$ cat src/verilog/css_pkg.sv
// Purpose: shared constants for the converter startup sequencer ends
// Assumes: 10 MHz pclk, byte-wide device configuration port
// Notes: device port addresses and host apb offsets live here
package css_pkg;
  // ==========================================================
  // device configuration port
  localparam int ADDR_W = 4;
  localparam int DATA_W = 8;
  localparam logic [3:0] DEV_SOFT_RESET = 4'h0;
  localparam logic [3:0] DEV_LINK_EN = 4'h1;
  localparam logic [3:0] DEV_CAL_EN = 4'h2;
  localparam logic [3:0] DEV_LINK_MODE = 4'h3;
  localparam logic [3:0] DEV_KM1 = 4'h4;
  localparam logic [3:0] DEV_SYNC_SEL = 4'h5;
  localparam logic [3:0] DEV_CAL_CFG = 4'h6;
  localparam logic [3:0] DEV_OVERRANGE_ENABLE = 4'h7;
  localparam logic [3:0] DEV_CAL_TRIG = 4'h8;
  localparam int MODE_W = 5;
  localparam logic [4:0] MODE_RESET = 5'h00;
  localparam logic [7:0] KM1_RESET = 8'h1F;
  localparam int CAL_BG_BIT = 0;
  localparam int CAL_OFS_BIT = 1;
  localparam int CAL_RUN_CYC = 64;
  // ==========================================================
  // timing
  localparam int CLK_PERIOD_NS = 100;
  localparam int SOFT_RESET_WAIT_NS = 1000;
  localparam int SOFT_RESET_WAIT_CYC =
    (SOFT_RESET_WAIT_NS + CLK_PERIOD_NS - 1) / CLK_PERIOD_NS;
  // ==========================================================
  // host apb registers
  localparam logic [11:0] APB_CTRL = 12'h000;
  localparam logic [11:0] APB_LINK = 12'h004;
  localparam logic [11:0] APB_CAL = 12'h008;
  localparam logic [11:0] APB_STAT = 12'h00C;
  localparam int LINK_K_LSB = 8;
  localparam int LINK_SYNC_BIT = 16;
  localparam int CAL_OVR_BIT = 2;
  localparam logic [31:0] LINK_RESET = 32'h0000_2000;
  localparam int NUM_STEPS = 12;
endpackage

$ cat src/verilog/css_cfg_if.sv
// Purpose: configuration write port between host sequencer and device
// Assumes: one pclk shared by both ends
// Notes: req held until a one-cycle ack; req low at least two cycles between writes
`timescale 1ns/1ps
`default_nettype none
interface css_cfg_if;
  logic req;
  logic [css_pkg::ADDR_W-1:0] addr;
  logic [css_pkg::DATA_W-1:0] wdata;
  logic ack;
  modport host (output req, output addr, output wdata, input ack);
  modport dev (input req, input addr, input wdata, output ack);
endinterface
`default_nettype wire

$ cat src/verilog/css_host.sv
// Purpose: host sequencer writing the converter startup settings in order
// Assumes: apb slave, software sets link and cal fields then starts
// Notes: zero wait state apb; pready and prdata are registered
`timescale 1ns/1ps
`default_nettype none
// Operation
// RULE1: wait for stable device clock first
// RULE2: soft reset, then wait one microsecond
// RULE3: halt link before changing link settings
// RULE4: halt calibration before changing calibration settings
// RULE5: write link mode while both halted
// RULE6: write multiframe length minus one next
// RULE7: select sync source, single-ended or timestamp
// RULE8: write calibration mode and offset option
// RULE9: re-enable calibration after its settings
// RULE10: then enable overrange detection
// RULE11: restart link only after prior steps
// RULE12: link follows receiver sync request
// RULE13: trigger calibration by writing zero, one
// RULE14: steps strictly in order, one at once
module css_host (
  input wire logic pclk,
  input wire logic presetn,
  input wire logic psel,
  input wire logic penable,
  input wire logic pwrite,
  input wire logic [11:0] paddr,
  input wire logic [31:0] pwdata,
  output logic [31:0] prdata,
  output logic pready,
  output logic pslverr,
  input wire logic clk_stable,
  css_cfg_if.host cfg
);
  typedef enum logic [2:0] {
    H_IDLE, H_CLK, H_ISSUE, H_ACK, H_RSTW, H_GAP
  } css_hst_type;

  localparam int RW = $clog2(css_pkg::SOFT_RESET_WAIT_CYC + 1);

  css_hst_type st_q;
  logic [3:0] step_q;
  logic [RW-1:0] wait_q;
  logic [31:0] link_q;
  logic [2:0] calc_q;
  logic busy_q, done_q, start_q;
  logic ck1_q, ck2_q;
  logic req_q;
  logic [css_pkg::ADDR_W-1:0] addr_q;
  logic [css_pkg::DATA_W-1:0] wdata_q;
  logic acc, wr_ok, rd_map;
  logic [11:0] k_sum;
  logic [css_pkg::ADDR_W-1:0] s_addr;
  logic [css_pkg::DATA_W-1:0] s_data;
  logic [31:0] rd_d;

  // ==========================================================
  // apb slave
  assign acc = psel && penable && pready;
  assign rd_map = paddr == css_pkg::APB_CTRL || paddr == css_pkg::APB_LINK
    || paddr == css_pkg::APB_CAL || paddr == css_pkg::APB_STAT;
  // settings are locked while the sequence runs
  assign wr_ok = rd_map && !(busy_q && paddr != css_pkg::APB_STAT);

  always_comb begin
    rd_d = 32'h0000_0000;
    case (paddr)
      css_pkg::APB_CTRL: rd_d = {31'h0000_0000, busy_q};
      css_pkg::APB_LINK: rd_d = link_q;
      css_pkg::APB_CAL: rd_d = {29'h0000_0000, calc_q};
      css_pkg::APB_STAT: rd_d = {24'h00_0000, step_q, 1'b0, ck2_q,
                                 done_q, busy_q};
      default: rd_d = 32'h0000_0000;
    endcase
  end

  always_ff @(posedge pclk or negedge presetn) begin
    if (!presetn) begin
      pready <= 1'b0;
      prdata <= 32'h0000_0000;
      pslverr <= 1'b0;
    end else begin
      pready <= psel && !penable;
      if (psel && !penable) begin
        prdata <= pwrite ? 32'h0000_0000 : rd_d;
        pslverr <= pwrite ? !wr_ok : !rd_map;
      end else begin
        pslverr <= 1'b0;
      end
    end
  end

  always_ff @(posedge pclk or negedge presetn) begin
    if (!presetn) begin
      link_q <= css_pkg::LINK_RESET;
      calc_q <= 3'h0;
      start_q <= 1'b0;
    end else begin
      start_q <= 1'b0;
      if (acc && pwrite && wr_ok) begin
        case (paddr)
          css_pkg::APB_CTRL: start_q <= pwdata[0];
          css_pkg::APB_LINK: link_q <= pwdata;
          css_pkg::APB_CAL: calc_q <= pwdata[2:0];
          default: ;
        endcase
      end
    end
  end

  // ==========================================================
  // clock-stable strap, two flops
  always_ff @(posedge pclk or negedge presetn) begin
    if (!presetn) begin
      ck1_q <= 1'b0;
      ck2_q <= 1'b0;
    end else begin
      ck1_q <= clk_stable;
      ck2_q <= ck1_q;
    end
  end

  // ==========================================================
  // step table; order is the startup order
  // k of zero is sent as k of 256 (km1 field wraps)
  assign k_sum = {4'h0, link_q[css_pkg::LINK_K_LSB +: 8]} - 12'h001;

  always_comb begin
    s_addr = css_pkg::DEV_SOFT_RESET;
    s_data = 8'h00;
    case (step_q)
      4'h0: begin
        s_addr = css_pkg::DEV_SOFT_RESET;  // [RULE2]
        s_data = 8'h01;
      end
      4'h1: s_addr = css_pkg::DEV_LINK_EN;  // [RULE3]
      4'h2: s_addr = css_pkg::DEV_CAL_EN;  // [RULE4]
      4'h3: begin
        s_addr = css_pkg::DEV_LINK_MODE;  // [RULE5]
        s_data = {3'h0, link_q[css_pkg::MODE_W-1:0]};
      end
      4'h4: begin
        s_addr = css_pkg::DEV_KM1;  // [RULE6]
        s_data = k_sum[7:0];
      end
      4'h5: begin
        s_addr = css_pkg::DEV_SYNC_SEL;  // [RULE7]
        s_data = {7'h00, link_q[css_pkg::LINK_SYNC_BIT]};
      end
      4'h6: begin
        s_addr = css_pkg::DEV_CAL_CFG;  // [RULE8]
        s_data = {6'h00, calc_q[1:0]};
      end
      4'h7: begin
        s_addr = css_pkg::DEV_CAL_EN;  // [RULE9]
        s_data = 8'h01;
      end
      4'h8: begin
        s_addr = css_pkg::DEV_OVERRANGE_ENABLE;  // [RULE10]
        s_data = {7'h00, calc_q[css_pkg::CAL_OVR_BIT]};
      end
      4'h9: begin
        s_addr = css_pkg::DEV_LINK_EN;  // [RULE11]
        s_data = 8'h01;
      end
      4'hA: s_addr = css_pkg::DEV_CAL_TRIG;  // [RULE13]
      4'hB: begin
        s_addr = css_pkg::DEV_CAL_TRIG;  // [RULE13]
        s_data = 8'h01;
      end
      default: ;
    endcase
  end

  // ==========================================================
  // sequencer: one write in flight, next only after its ack
  always_ff @(posedge pclk or negedge presetn) begin
    if (!presetn) begin
      st_q <= H_IDLE;
      step_q <= 4'h0;
      wait_q <= '0;
      busy_q <= 1'b0;
      done_q <= 1'b0;
      req_q <= 1'b0;
      addr_q <= '0;
      wdata_q <= '0;
    end else begin
      case (st_q)
        H_IDLE: begin
          if (start_q) begin
            st_q <= H_CLK;
            busy_q <= 1'b1;
            done_q <= 1'b0;
            step_q <= 4'h0;
          end
        end
        H_CLK: begin
          if (ck2_q) begin  // [RULE1]
            st_q <= H_ISSUE;
          end
        end
        H_ISSUE: begin
          req_q <= 1'b1;  // [RULE14]
          addr_q <= s_addr;
          wdata_q <= s_data;
          st_q <= H_ACK;
        end
        H_ACK: begin
          if (cfg.ack) begin  // [RULE14]
            req_q <= 1'b0;
            wait_q <= '0;
            st_q <= step_q == 4'h0 ? H_RSTW : H_GAP;
          end
        end
        H_RSTW: begin
          // counts from the ack, so the gap to the next write is longer
          wait_q <= wait_q + 1'b1;
          if (wait_q == RW'(css_pkg::SOFT_RESET_WAIT_CYC - 1)) begin
            st_q <= H_GAP;  // [RULE2]
          end
        end
        H_GAP: begin
          if (step_q == 4'(css_pkg::NUM_STEPS - 1)) begin
            st_q <= H_IDLE;
            busy_q <= 1'b0;
            done_q <= 1'b1;
          end else begin
            step_q <= step_q + 4'h1;  // [RULE14]
            st_q <= H_ISSUE;
          end
        end
        default: st_q <= H_IDLE;
      endcase
    end
  end

  assign cfg.req = req_q;
  assign cfg.addr = addr_q;
  assign cfg.wdata = wdata_q;
endmodule
`default_nettype wire

$ cat src/flat_wrapper.sv
// flat-port wrapper written by rule: the top's interface ports become plain ports
module css_host_flat 
  (pclk, presetn, psel, penable, pwrite, paddr, pwdata, prdata, pready, pslverr, clk_stable, cfg_req, cfg_addr, cfg_wdata, cfg_ack);
  css_cfg_if cfg_i ();
  input wire logic pclk;
  input wire logic presetn;
  input wire logic psel;
  input wire logic penable;
  input wire logic pwrite;
  input wire logic [11:0] paddr;
  input wire logic [31:0] pwdata;
  output logic [31:0] prdata;
  output logic pready;
  output logic pslverr;
  input wire logic clk_stable;
  output wire logic [$bits(cfg_i.req)-1:0] cfg_req;
  output wire logic [$bits(cfg_i.addr)-1:0] cfg_addr;
  output wire logic [$bits(cfg_i.wdata)-1:0] cfg_wdata;
  input wire logic [$bits(cfg_i.ack)-1:0] cfg_ack;
  assign cfg_req = cfg_i.req;
  assign cfg_addr = cfg_i.addr;
  assign cfg_wdata = cfg_i.wdata;
  assign cfg_i.ack = cfg_ack;
  css_host u_core (.pclk(pclk), .presetn(presetn), .psel(psel), .penable(penable), .pwrite(pwrite), .paddr(paddr), .pwdata(pwdata), .prdata(prdata), .pready(pready), .pslverr(pslverr), .clk_stable(clk_stable), .cfg(cfg_i));
endmodule
$ cat config.mk
export PLATFORM = sky130hd
export DESIGN_NAME = css_host_flat
export DESIGN_NICKNAME = d
export VERILOG_FILES = /design/src/verilog/css_pkg.sv /design/src/verilog/css_cfg_if.sv /design/src/verilog/css_host.sv /design/src/flat_wrapper.sv
export SDC_FILE = /design/constraint.sdc
export NUM_CORES = 1
export LEC_CHECK = 0
export ABC_AREA = 1
export ABC_CLOCK_PERIOD_IN_PS = 2550
export BUFFER_PORTS_ARGS = -buffer_cell sky130_fd_sc_hd__buf_2
export CAP_MARGIN = 20
export CORE_MARGIN = 1
export CORE_UTILIZATION = 50
export CTS_BUF_LIST = sky130_fd_sc_hd__clkbuf_8
export DETAILED_ROUTE_END_ITERATION = 8
export PLACE_DENSITY_LB_ADDON = 0.05
export SETUP_SLACK_MARGIN = 0.2
export SYNTH_ARGS = -nofsm -noshare
export SYNTH_HDL_FRONTEND = slang
export SYNTH_SLANG_ARGS = --single-unit
$ cat constraint.sdc
create_clock -name pclk -period 2.55 [get_ports pclk]
set_clock_uncertainty 0.2 [all_clocks]
set_input_delay 0.1275 -clock pclk [delete_from_list [all_inputs] [get_ports pclk]]
set_output_delay 0.1275 -clock pclk [all_outputs]
set_load 0.005 [all_outputs]
### Yosys cells after proc, flatten, opt, wreduce, memory -nomap -nowiden

Index checks and enable logic that the tools add are counted.
W data, S select, Z words.

| storage, ports and cells | value |
|---|---|
| flip-flop bits (word level) | 98 |
| output and inout bits | 47 |
| input bits | 51 |
| logic and storage cells | 105 |

| operators by class | value |
|---|---|
| equality and inequality tests | 27 |
| add/sub/neg operators | 3 |
| mux-type cells | 28 |
| reduce and logical (&&, ||, !) cells | 31 |

Operators by type and width:

| operator | count |
|---|---|
| $pmux W32 S4 | 1 |
| $pmux W8 S6 | 1 |
| $mux W32 | 1 |
| $pmux W4 S8 | 1 |
| $eq A12 B4 Y1 const B | 2 |
| $eq A4 B4 Y1 const B | 5 |
| $pmux W3 S6 | 1 |
| $eq A4 B3 Y1 const B | 4 |
| $pmux W4 S2 | 2 |
| $eq A12 B3 Y1 const B | 1 |
| $logic_not A12 Y1 | 1 |
| $mux W3 | 4 |
| $mux W4 | 3 |
| $ne A12 B4 Y1 const B | 1 |
| $mux W1 | 10 |
| $add A4 B1 Y4 const B | 2 |
| $eq A4 B2 Y1 const B | 2 |
| $ne A2 B1 Y1 const B | 4 |
| $reduce_and A2 Y1 | 4 |
| $sub A8 B1 Y8 const B | 1 |
| $logic_and A1 B1 Y1 | 7 |
| $eq A3 B2 Y1 const B | 2 |
| $eq A3 B3 Y1 const B | 2 |
| $pmux W1 S2 | 3 |
| other kinds (13) | 24 |

### Longest topological paths before layout

Gate-level depths: netlist (run 1).

| logic depth | value |
|---|---|
| depth after elaboration | 8 |
| mapped depth | 11 |
| mapped depth without buffers | 9 |

### Least setup slack after synthesis (run 1)

No wires, ideal clock.

| timing path | value |
|---|---|
| path kind | reg2reg |
| start point | reg u_core.st_q[2] |
| end point | reg u_core.addr_q (netlist bit u_core.cfg.addr[1]) |
| required time | 2.223 ns |
| slack | 0.886 ns |
| arrival time | 1.337 ns |
| clock period less this slack | 1.664 ns |
| cell stages (with the launch flop) | 6 |
| library setup time | 0.127 ns |
| buffers on the path | 1 |
| path through | dfrtp_1 nor3_1 inv_2 buf_2 nand2_1 o21ai_0 |

| on the way | value |
|---|---|
| word-level cells in the longest chain between the ends | 1 |

Ends and longest elaborated chain:

| what | line | RTL |
|---|---|---|
| start: declaration | css_host.sv:41 | `css_hst_type st_q;` |
| start signal: assignment | css_host.sv:212 | `st_q <= step_q == 4'h0 ? H_RSTW : H_GAP;` |
| $eq A3 B2 Y1 | css_host.sv:188 | `case (st_q)` |
| end signal: assignment | css_host.sv:204 | `addr_q <= s_addr;` |
| end: declaration | css_host.sv:49 | `logic [css_pkg::ADDR_W-1:0] addr_q;` |

No other way between the ends.
A chain may end at the register's enable or synchronous reset.

==> flow_metrics.env, run 1 <==
export IMPL_status="completed"
export IMPL_slew_violations=0
export IMPL_numCtsBuffers=9
export IMPL_vdd_drop_max_v=0.000364
export IMPL_synth_area_mm2=0.00450
export IMPL_startpoint="presetn"
export IMPL_setup_viol=0
export IMPL_grt_max_degree=49
export IMPL_fin_setup_tns_ps=0
export IMPL_reg2reg_slack_ps=680
export IMPL_synth_top_area_frac=0.540
export IMPL_synthArstFlopShare=1.00
export IMPL_pwr_share_seq=0.504
export IMPL_synth_common_cells="nand2_1, dfrtp_1, nand3_1, inv_1, nor2_1"
export IMPL_min_period_ps=1960
export IMPL_fmax_mhz=511
export IMPL_die_h_um=96.8
export IMPL_drt_pass1_iterations=4
export IMPL_nets=750
export IMPL_route_detailed_drc=0
export IMPL_synth_top_cell_by_area="dfrtp_1"
export IMPL_htree_levels=3
export IMPL_wl_per_cell_um=13.3
export IMPL_die_w_um=96.8
export IMPL_cp_common_cell="dlygate4sd3_1"
export IMPL_r2r_end="u_core.cfg.wdata[2]"
export IMPL_final_layout_size_suffix_gt1_frac=0.198
export IMPL_place_congestion=0.884
export IMPL_crit_type="in -> async"
export IMPL_synth_warnings=0
export IMPL_clkPwrFrac=0.300
export IMPL_clk_pin_slew_ps=100
export IMPL_synth_adder_area_share=0.0195
export IMPL_rsz0062_at_grt="false"
export IMPL_power_mw=3.54
export IMPL_postRouteAntennaNets=0
export IMPL_synth_top_flop_cell="dfrtp_1"
export IMPL_dieArea_mm2=0.00938
export IMPL_dr_total_vias=3997
export IMPL_cts_sinks=98
export IMPL_power_frac_comb=0.196
export IMPL_syn_num_nets=608
export IMPL_clockRootBuffer="clkbuf_8"
export IMPL_yosys_area_share_simple=0.309
export IMPL_post_dp_hpwl_um=7380
export IMPL_reg2reg_from="u_core.step_q[0]"
export IMPL_synth_compound_area_frac=0.0568
export IMPL_cp_arrival_ps=2270
export IMPL_overflow=0
export IMPL_portBuffers=97
export IMPL_crit_path_end="u_core.cfg.addr[3]"
export IMPL_startpoint_type="input pin"
export IMPL_post_route_period_util=0.767
export IMPL_grt_pass1_wl_um=18200
export IMPL_worstHoldPathType="in -> reg"
export IMPL_hold_violations=0
export IMPL_ctsHoldBuffers=41
export IMPL_power_switching_mw=1.07
export IMPL_track_usage=0.240
export IMPL_antenna_found_initial=0
export IMPL_synth_seq_cells=98
export IMPL_maxCapViolCount=0
export IMPL_cp_data_required_time_ps=2860
export IMPL_cts_tree="built"
export IMPL_cts_resized=0
export IMPL_cts_setup_buffers=0
export IMPL_setup_worst_path_end_class="async pin"
export IMPL_p_leak_nw=3.21
export IMPL_slew_headroom=0.669
export IMPL_core_area_mm2=0.00872
export IMPL_clk_latency_ps=370
export IMPL_rows=34
export IMPL_synth_area_leaders="dfrtp_1, nand2_1, nand3_1"
export IMPL_synth_top_family_by_area="simple AND/OR/NAND/NOR gates"
export IMPL_cp_cell_sequence="dlygate4sd3_1 > dlygate4sd3_1 > buf_4 > dlygate4sd3_1"
export IMPL_clk_path_buf_depth=2
export IMPL_syn_avg_cell_area_um2=8.18
export IMPL_p_int_mw=2.46
export IMPL_start_util=0.516
export IMPL_yosysSeqAreaShare=0.546
export IMPL_routed_wl_um=10700
export IMPL_cp_slowest_cell="dlygate4sd3_1"
export IMPL_synth_edf_count=0
export IMPL_ios=98
export IMPL_slowest_delay_ps=860
export IMPL_powerDensity_mw_per_mm2=618
export IMPL_antennaDiodeCount=0
export IMPL_viasPerCell=4.97
export IMPL_grt_pass1_vias=4002
export IMPL_first_iter_violations=106
export IMPL_syn_to_final_growth_pct=27.2
export IMPL_ff2ff_path_depth=7
export IMPL_crit_path_max_fanout=14
export IMPL_yosysMostFrequentCell="nand2_1"
export IMPL_synth_cell_type_count=36
export IMPL_switching_share=0.303
export IMPL_tightest_slew_ps=496
export IMPL_synth_area_mux_share=0.00223
export IMPL_synthXorXnorAreaFrac=0.0117
export IMPL_netlist_instances=550
stage by stage:
| step | hold WS [ps] | setup slack (ps) | utilization | instances | area (µm²) |
|---|---|---|---|---|---|
| 2_1_floorplan | -368 | 886 | - | 550 | 4500 |
| 3_3_place_gp | -166 | 502 | 0.585 | 748 | 5100 |
| 3_5_place_dp | -159 | 436 | 0.585 | 748 | 5100 |
| 4_1_cts | 73.5 | 541 | 0.656 | 805 | 5720 |
| 5_1_grt | 116 | 418 | 0.656 | 805 | 5720 |
| 6_report | 87.6 | 595 | 0.656 | 805 | 5720 |
power by group through the flow:
stage	combinational (mW)	sequential [mW]	clock, mW
2_1_floorplan	0.394	1.80	0
3_3_place_gp	0.636	1.80	0
3_5_place_dp	0.651	1.81	0
4_1_cts	0.699	1.78	1.08
5_1_grt	0.802	1.80	1.13
6_report	0.693	1.78	1.06
critical path, delay by kind of cell:
kind	cells	cell delay (ps)
buffers and inverters	4	2130
flip-flops by register name (all words and copies together), names as in the netlist:
name,count
u_core.start_q,1
u_core.cfg.wdata,8
u_core.cfg.addr,4
u_core.done_q,1
u_core.st_q,3
u_core.wait_q,4
u_core.link_q,32
u_core.pready,1
u_core.pslverr,1
u_core.cfg.req,1
u_core.ck1_q,1
u_core.calc_q,3
u_core.step_q,4
u_core.ck2_q,1
u_core.busy_q,1
u_core.prdata,32
how the worst min path moves through the flow:
stage	depth (start not counted)	endpoint	slack [ps]	start
5_1_grt	8	u_core.calc_q[2]	120	paddr[11]
3_3_place_gp	1	u_core.wait_q[2]	-170	presetn
4_1_cts	8	u_core.calc_q[2]	70	paddr[8]
6_report	7	u_core.prdata[7]	90	paddr[3]
3_5_place_dp	1	u_core.wait_q[2]	-160	presetn
2_1_floorplan	0	u_core.busy_q	-370	presetn
final cells by class:
| type | instances | area [µm²] |
|---|---|---|
| multi-input combinational | 396 | 1800 |
| clock buffer | 10 | 138 |
| fill | 804 | 3000 |
| sequential | 98 | 2450 |
| clock inverter | 6 | 71.3 |
| inverter | 41 | 154 |
| tap | 108 | 135 |
| timing repair buffer | 146 | 971 |
placed cells by master, fill, tap and decap left out, drive strengths merged, types with 2 or more instances in the layout:
master and instances:
ha 7, nand3 44, nor2 38, dlygate4sd3 41, inv 42, dfrtp 97
nand4 3, clkinv 2, nand2 240, clkinvlp 2, clkbuf 10, o22ai 3
nor3 10, buf 105, o21ai 32, xor2 5, a21oi 5
per-layer routing:
layer	track usage	up-vias	part of all wire
met5	0	-	0
li1	-	2009	-
met3	0.0311	12	0.032
met4	0.0861	0	0.012
met1	0.328	1884	0.47
met2	0.393	92	0.48
logic make-up (layout without fill, tap and decap cells):
| family | after synthesis | after routing |
|---|---|---|
| buf+inv | 56 | 203 |
| fa+ha+maj | 7 | 7 |
| mux | 1 | 1 |
| simple gates | 336 | 336 |
| flops | 98 | 98 |
| compound gates | 46 | 46 |
| xor+xnor | 6 | 6 |
(Power assumes the default switching activity.)
==> inputs of run 2 (changes only) <==
ABC_CLOCK_PERIOD_IN_PS = 1600   (was 2550)
clock period = 1.6 ns   (was 2.55 ns; I/O delays follow)
==> run 2 against run 1 <==
  * Critical endpoint is now u_core.st_q[0]
  * Worst hold slack lost 190 ps
  * Combinational power grew to 2.7 times the previous value
  * Setup slack lost 690 ps
  * Sequential share of layout area shrank 6.4 points
  * Wire length grew 22%
  * The flow now finishes with violations (hold timing, setup timing)
  * Flip-flop and latch count is the same
==> flow_metrics.env, run 2 (same netlist as run 1, synthesis figures left out) <==
export IMPL_violations="hold timing, setup timing"
export IMPL_powerDensity_mw_per_mm2=944
export IMPL_rows=34
export IMPL_tightest_slew_ps=368
export IMPL_min_period_ps=1700
export IMPL_cts_tree="built"
export IMPL_worstHoldPathType="in -> reg"
export IMPL_setup_slack_ps=-95.9
export IMPL_seqCellArea_mm2=0.00246
export IMPL_viasPerCell=5.17
export IMPL_antennaDiodeCount=0
export IMPL_routed_wl_um=13000
export IMPL_fmax_mhz=590
export IMPL_clkPwrFrac=0.252
export IMPL_hold_violations=38
export IMPL_grt_max_degree=48
export IMPL_numCtsBuffers=9
export IMPL_holdWs_ps=-97.9
export IMPL_postRouteAntennaNets=0
export IMPL_post_route_period_util=1.06
export IMPL_die_w_um=96.8
export IMPL_start_util=0.516
export IMPL_grt_pass1_wl_um=19600
export IMPL_ios=98
export IMPL_maxCapViolCount=0
export IMPL_drt_pass1_iterations=5
export IMPL_crit_path_max_fanout=3
export IMPL_slew_violations=0
export IMPL_die_h_um=96.8
export IMPL_crit_type="reg -> reg"
export IMPL_slowest_delay_ps=420
export IMPL_power_switching_mw=2.15
export IMPL_cp_arrival_ps=1760
export IMPL_ff2ff_path_depth=5
export IMPL_fill_cells=608
export IMPL_dieArea_mm2=0.00938
export IMPL_clk_latency_ps=380
export IMPL_syn_to_final_growth_pct=49.6
export IMPL_overflow=0
export IMPL_p_leak_nw=3.66
export IMPL_post_dp_hpwl_um=7530
export IMPL_busiest_layer="met2"
export IMPL_layout_common_cells="nand2_1, buf_2, dfrtp_1"
export IMPL_power_mw=6.35
export IMPL_setup_worst_path_end_class="register"
export IMPL_dr_total_vias=4389
export IMPL_grt_pass1_vias=4255
export IMPL_clockRootBuffer="clkbuf_8"
export IMPL_wl_per_cell_um=15.3
export IMPL_slew_headroom=0.755
export IMPL_use_met2=0.443
export IMPL_path_depth=5
export IMPL_cp_slowest_cell="dfrtp_1"
export IMPL_worst_path_buf_inv=1
export IMPL_fin_util=0.772
export IMPL_antenna_found_initial=0
export IMPL_met3_usage=0.0397
export IMPL_final_common_cell="nand2_1"
export IMPL_portBuffers=97
export IMPL_power_frac_comb=0.296
export IMPL_core_area_mm2=0.00872
export IMPL_multiInputGateArea_mm2=0.00232
export IMPL_clk_path_buf_depth=2
export IMPL_cp_data_required_time_ps=1660
export IMPL_place_congestion=0.835
export IMPL_htree_levels=3
export IMPL_first_iter_violations=205
export IMPL_fin_setup_tns_ps=-160
export IMPL_cts_sinks=98
export IMPL_cp_cell_sequence="buf_4 > nor2_2 > nand2_2 > a211oi_2 > o21ai_1"
export IMPL_cp_top_family="compound AO/OA/AOI/OAI gates"
export IMPL_route_detailed_drc=0
export IMPL_hold_depth=4
export IMPL_p_int_mw=4.20
export IMPL_rsz0062_at_grt="true"
export IMPL_pwr_share_seq=0.451
export IMPL_vdd_drop_max_v=0.000496
export IMPL_clk_pin_slew_ps=110
export IMPL_use_met1=0.341
export IMPL_switching_share=0.339
export IMPL_status="complete, but fails checks"
export IMPL_track_usage=0.261
export IMPL_nets=794
export IMPL_setup_viol=5
export IMPL_startpoint_type="register"
export IMPL_final_layout_size_suffix_gt1_frac=0.422
-- run 2: power by group through the flow --
stage	Clock [mW]	Sequential, mW	Combinational [mW]
floorplan	0	2.90	0.719
global placement	0	2.90	1.16
detailed placement	0	2.91	1.19
CTS	1.63	2.87	1.48
global route	1.71	2.89	2.03
finish	1.60	2.87	1.88
-- run 2: metrics by stage --
step / cell area [µm²] / std cells / worst slack, ps / hold WS, ps
2_1_floorplan: 4670 / 550 / 88.5 / -416
3_3_place_gp: 5430 / 764 / 4.67 / -214
3_5_place_dp: 5430 / 764 / -46.8 / -214
4_1_cts: 6220 / 832 / 59.5 / -201
5_1_grt: 6730 / 849 / -86.6 / -84.3
6_report: 6730 / 849 / -95.9 / -97.9
-- run 2: worst min-delay path, delay by kind of cell --
family        cells  cell delay (ps)
buf+inv           2              220
simple gates      2              150
-- run 2: timing repair --
action	in CTS	in global routing
hold buffers	37	1
setup endpoints to repair	55	71
endpoints found under the hold margin	165	19
pin swaps	14	36
resized for setup	40	103
setup buffers	14	12
gates cloned	1	5
-- run 2: path summary, 6_finish.rpt --
check | from | end | slack [ps]
setup / recovery | u_core.step_q[2] | u_core.st_q[0] | -100
hold / removal | penable | u_core.start_q | -100
setup reg to reg | u_core.step_q[2] | u_core.st_q[0] | -100
hold reg to reg | u_core.ck1_q | u_core.ck2_q | 160
max in group asynchronous | presetn | u_core.prdata[7] | 730
min in group asynchronous | presetn | u_core.st_q[0] | -80
-- run 2: per-layer routing --
| layer | vias to the layer above | wire length, µm |
|---|---|---|
| li1 | 2112 | - |
| met5 | - | 0 |
| met3 | 14 | 679 |
| met2 | 150 | 6500 |
| met4 | 0 | 164 |
| met1 | 2113 | 5680 |
-- run 2: cell type report --
type	count	share of cell area
multi-input combinational	396	0.345
clock inverter	6	0.00837
sequential	98	0.366
clock buffer	10	0.0205
inverter	41	0.0251
timing repair buffer	190	0.215
tap	108	0.0201
==> inputs of run 3 (changes only) <==
HOLD_SLACK_MARGIN = 0.05   (was default)
SETUP_SLACK_MARGIN = 0.5   (was 0.2)
==> run 3 against run 2 <==
  * The flow still finishes with violations (hold timing, setup timing)
  * Register-to-register slack hardly changed
  * Global-route usage up 2.4 points
  * Critical path type unchanged
  * Core utilization increased by 10 points
  * Via count grew 10%
  * Largest cell class is now multi-input combinational cells
  * Cell count rose by 6.1%
  * First-iteration DRC count grew 51%
  * Critical path depth increased by 2
  * Clock power increased by 6%
  * Die area unchanged
==> flow_metrics.env, run 3 (same netlist as run 1, synthesis figures left out) <==
export IMPL_place_congestion=0.886
export IMPL_powerDensity_mw_per_mm2=918
export IMPL_grt_max_degree=39
export IMPL_slowest_delay_ps=500
export IMPL_postRouteAntennaNets=0
export IMPL_cp_arrival_ps=1780
export IMPL_portBuffers=97
export IMPL_dr_total_vias=4849
export IMPL_post_route_period_util=1.07
export IMPL_startpoint_type="register"
export IMPL_fin_setup_tns_ps=-403
export IMPL_finalInstanceArea_mm2=0.00761
export IMPL_routed_wl_um=15700
export IMPL_final_layout_size_suffix_gt1_frac=0.515
export IMPL_stdcell_count=901
export IMPL_antennaDiodeCount=0
export IMPL_vdd_drop_max_v=0.000557
export IMPL_cp_data_required_time_ps=1670
export IMPL_viasPerCell=5.38
export IMPL_min_period_ps=1710
export IMPL_reg2reg_from="u_core.st_q[0]"
export IMPL_htree_levels=3
export IMPL_nets=846
export IMPL_p_leak_nw=3.90
export IMPL_setup_viol=12
export IMPL_holdWs_ps=-118
export IMPL_ios=98
export IMPL_power_mw=6.99
export IMPL_clk_pin_slew_ps=110
export IMPL_syn_to_final_growth_pct=69.3
export IMPL_grt_pass1_vias=4510
export IMPL_route_detailed_drc=0
export IMPL_cp_slowest_cell="dfrtp_2"
export IMPL_fill_cells=409
export IMPL_overflow=0
export IMPL_clockRootBuffer="clkbuf_8"
export IMPL_rsz0062_at_grt="true"
export IMPL_track_usage=0.285
export IMPL_core_area_mm2=0.00872
export IMPL_first_iter_violations=310
export IMPL_cts_tree="built"
export IMPL_dieArea_mm2=0.00938
export IMPL_cp_cell_sequence="nor2_4 > nand2_1 > nand2_1 > nand3_2 > nor2_2 > xor2_1 > nor2_1"
export IMPL_final_common_cell="nand2_1"
export IMPL_violations="hold timing, setup timing"
export IMPL_layout_common_cells="nand2_1, buf_2, dfrtp_1"
export IMPL_hold_violations=11
export IMPL_start_util=0.516
export IMPL_crit_path_max_fanout=4
export IMPL_wl_per_cell_um=17.4
export IMPL_status="complete, but fails checks"
export IMPL_grt_pass1_wl_um=21500
export IMPL_clk_path_buf_depth=2
export IMPL_tightest_slew_ps=385
export IMPL_die_h_um=96.8
export IMPL_clk_latency_ps=380
export IMPL_dpl_instance_area_mm2=0.00562
export IMPL_crit_type="reg -> reg"
export IMPL_die_w_um=96.8
export IMPL_cts_sinks=98
export IMPL_fmax_mhz=586
export IMPL_rows=34
export IMPL_post_dp_hpwl_um=7900
export IMPL_antenna_found_initial=0
export IMPL_setup_worst_path_end_class="register"
export IMPL_setup_slack_ps=-106
export IMPL_worstHoldPathType="in -> async"
export IMPL_numCtsBuffers=9
export IMPL_slew_headroom=0.743
export IMPL_startpoint="u_core.st_q[0]"
export IMPL_slew_violations=0
export IMPL_maxCapViolCount=0
export IMPL_drt_pass1_iterations=7
export IMPL_placedCellCount=766
export IMPL_cp_common_cell="nand2_1"
[run 3: per-stage QoR]
| stage | worst slack, ps | utilization |
|---|---|---|
| floorplan | 89.0 | - |
| global placement | -6.27 | 0.644 |
| detailed placement | -39.4 | 0.644 |
| CTS | 37.6 | 0.787 |
| global route | -175 | 0.873 |
| finish | -106 | 0.873 |
[run 3: timing repair]
action / in CTS / in global routing
gates cloned: 4 / 5
hold buffers: 37 / 2
endpoints found under the setup margin: 131 / 142
endpoints found under the hold margin: 171 / 12
pin swaps: 30 / 52
setup buffers: 43 / 29
resized for setup: 71 / 121
[run 3: worst paths after layout]
path / depth (start not counted) / endpoint / slack (ps)
max: 7 / u_core.step_q[2] / -110
min: 2 / u_core.wait_q[2] / -120
max reg2reg: 7 / u_core.step_q[2] / -110
min reg2reg: 0 / u_core.ck2_q / 180
max in group asynchronous: 3 / u_core.link_q[13] / 780
min in group pclk: 4 / u_core.start_q / -100
[run 3: area by class of cell]
class / instances / area [µm²] / area share
clock buffers: 9 / 124 / 0.0163
clock inverters: 7 / 77.6 / 0.0102
inverters: 41 / 184 / 0.0242
multi-input cells: 396 / 2620 / 0.343
flip-flops and latches: 98 / 2460 / 0.323
well taps: 108 / 135 / 0.0177
repair buffers: 239 / 1990 / 0.261
repair inverters: 3 / 26.3 / 0.00345
[run 3: critical path, delay by kind of cell (launching register included)]
family / cells / cell delay (ps)
flops: 1 / 500
simple gates: 6 / 710
xor+xnor: 1 / 180
[run 3: metal layers]
metal | GRT usage | part of all wire | vias to the layer above
met2 | 0.480 | 0.51 | 226
met3 | 0.0390 | 0.051 | 58
met5 | 0 | 0 | -
met4 | 0.104 | 0.043 | 0
li1 | - | - | 2224
met1 | 0.377 | 0.40 | 2341
[run 3: report_power, final]
group | leakage (nW) | internal, mW | switching (mW) | total (mW)
combinational | 2.47 | 1.18 | 1.21 | 2.39
clock | 0.0996 | 0.741 | 0.958 | 1.70
sequential | 1.33 | 2.69 | 0.217 | 2.90
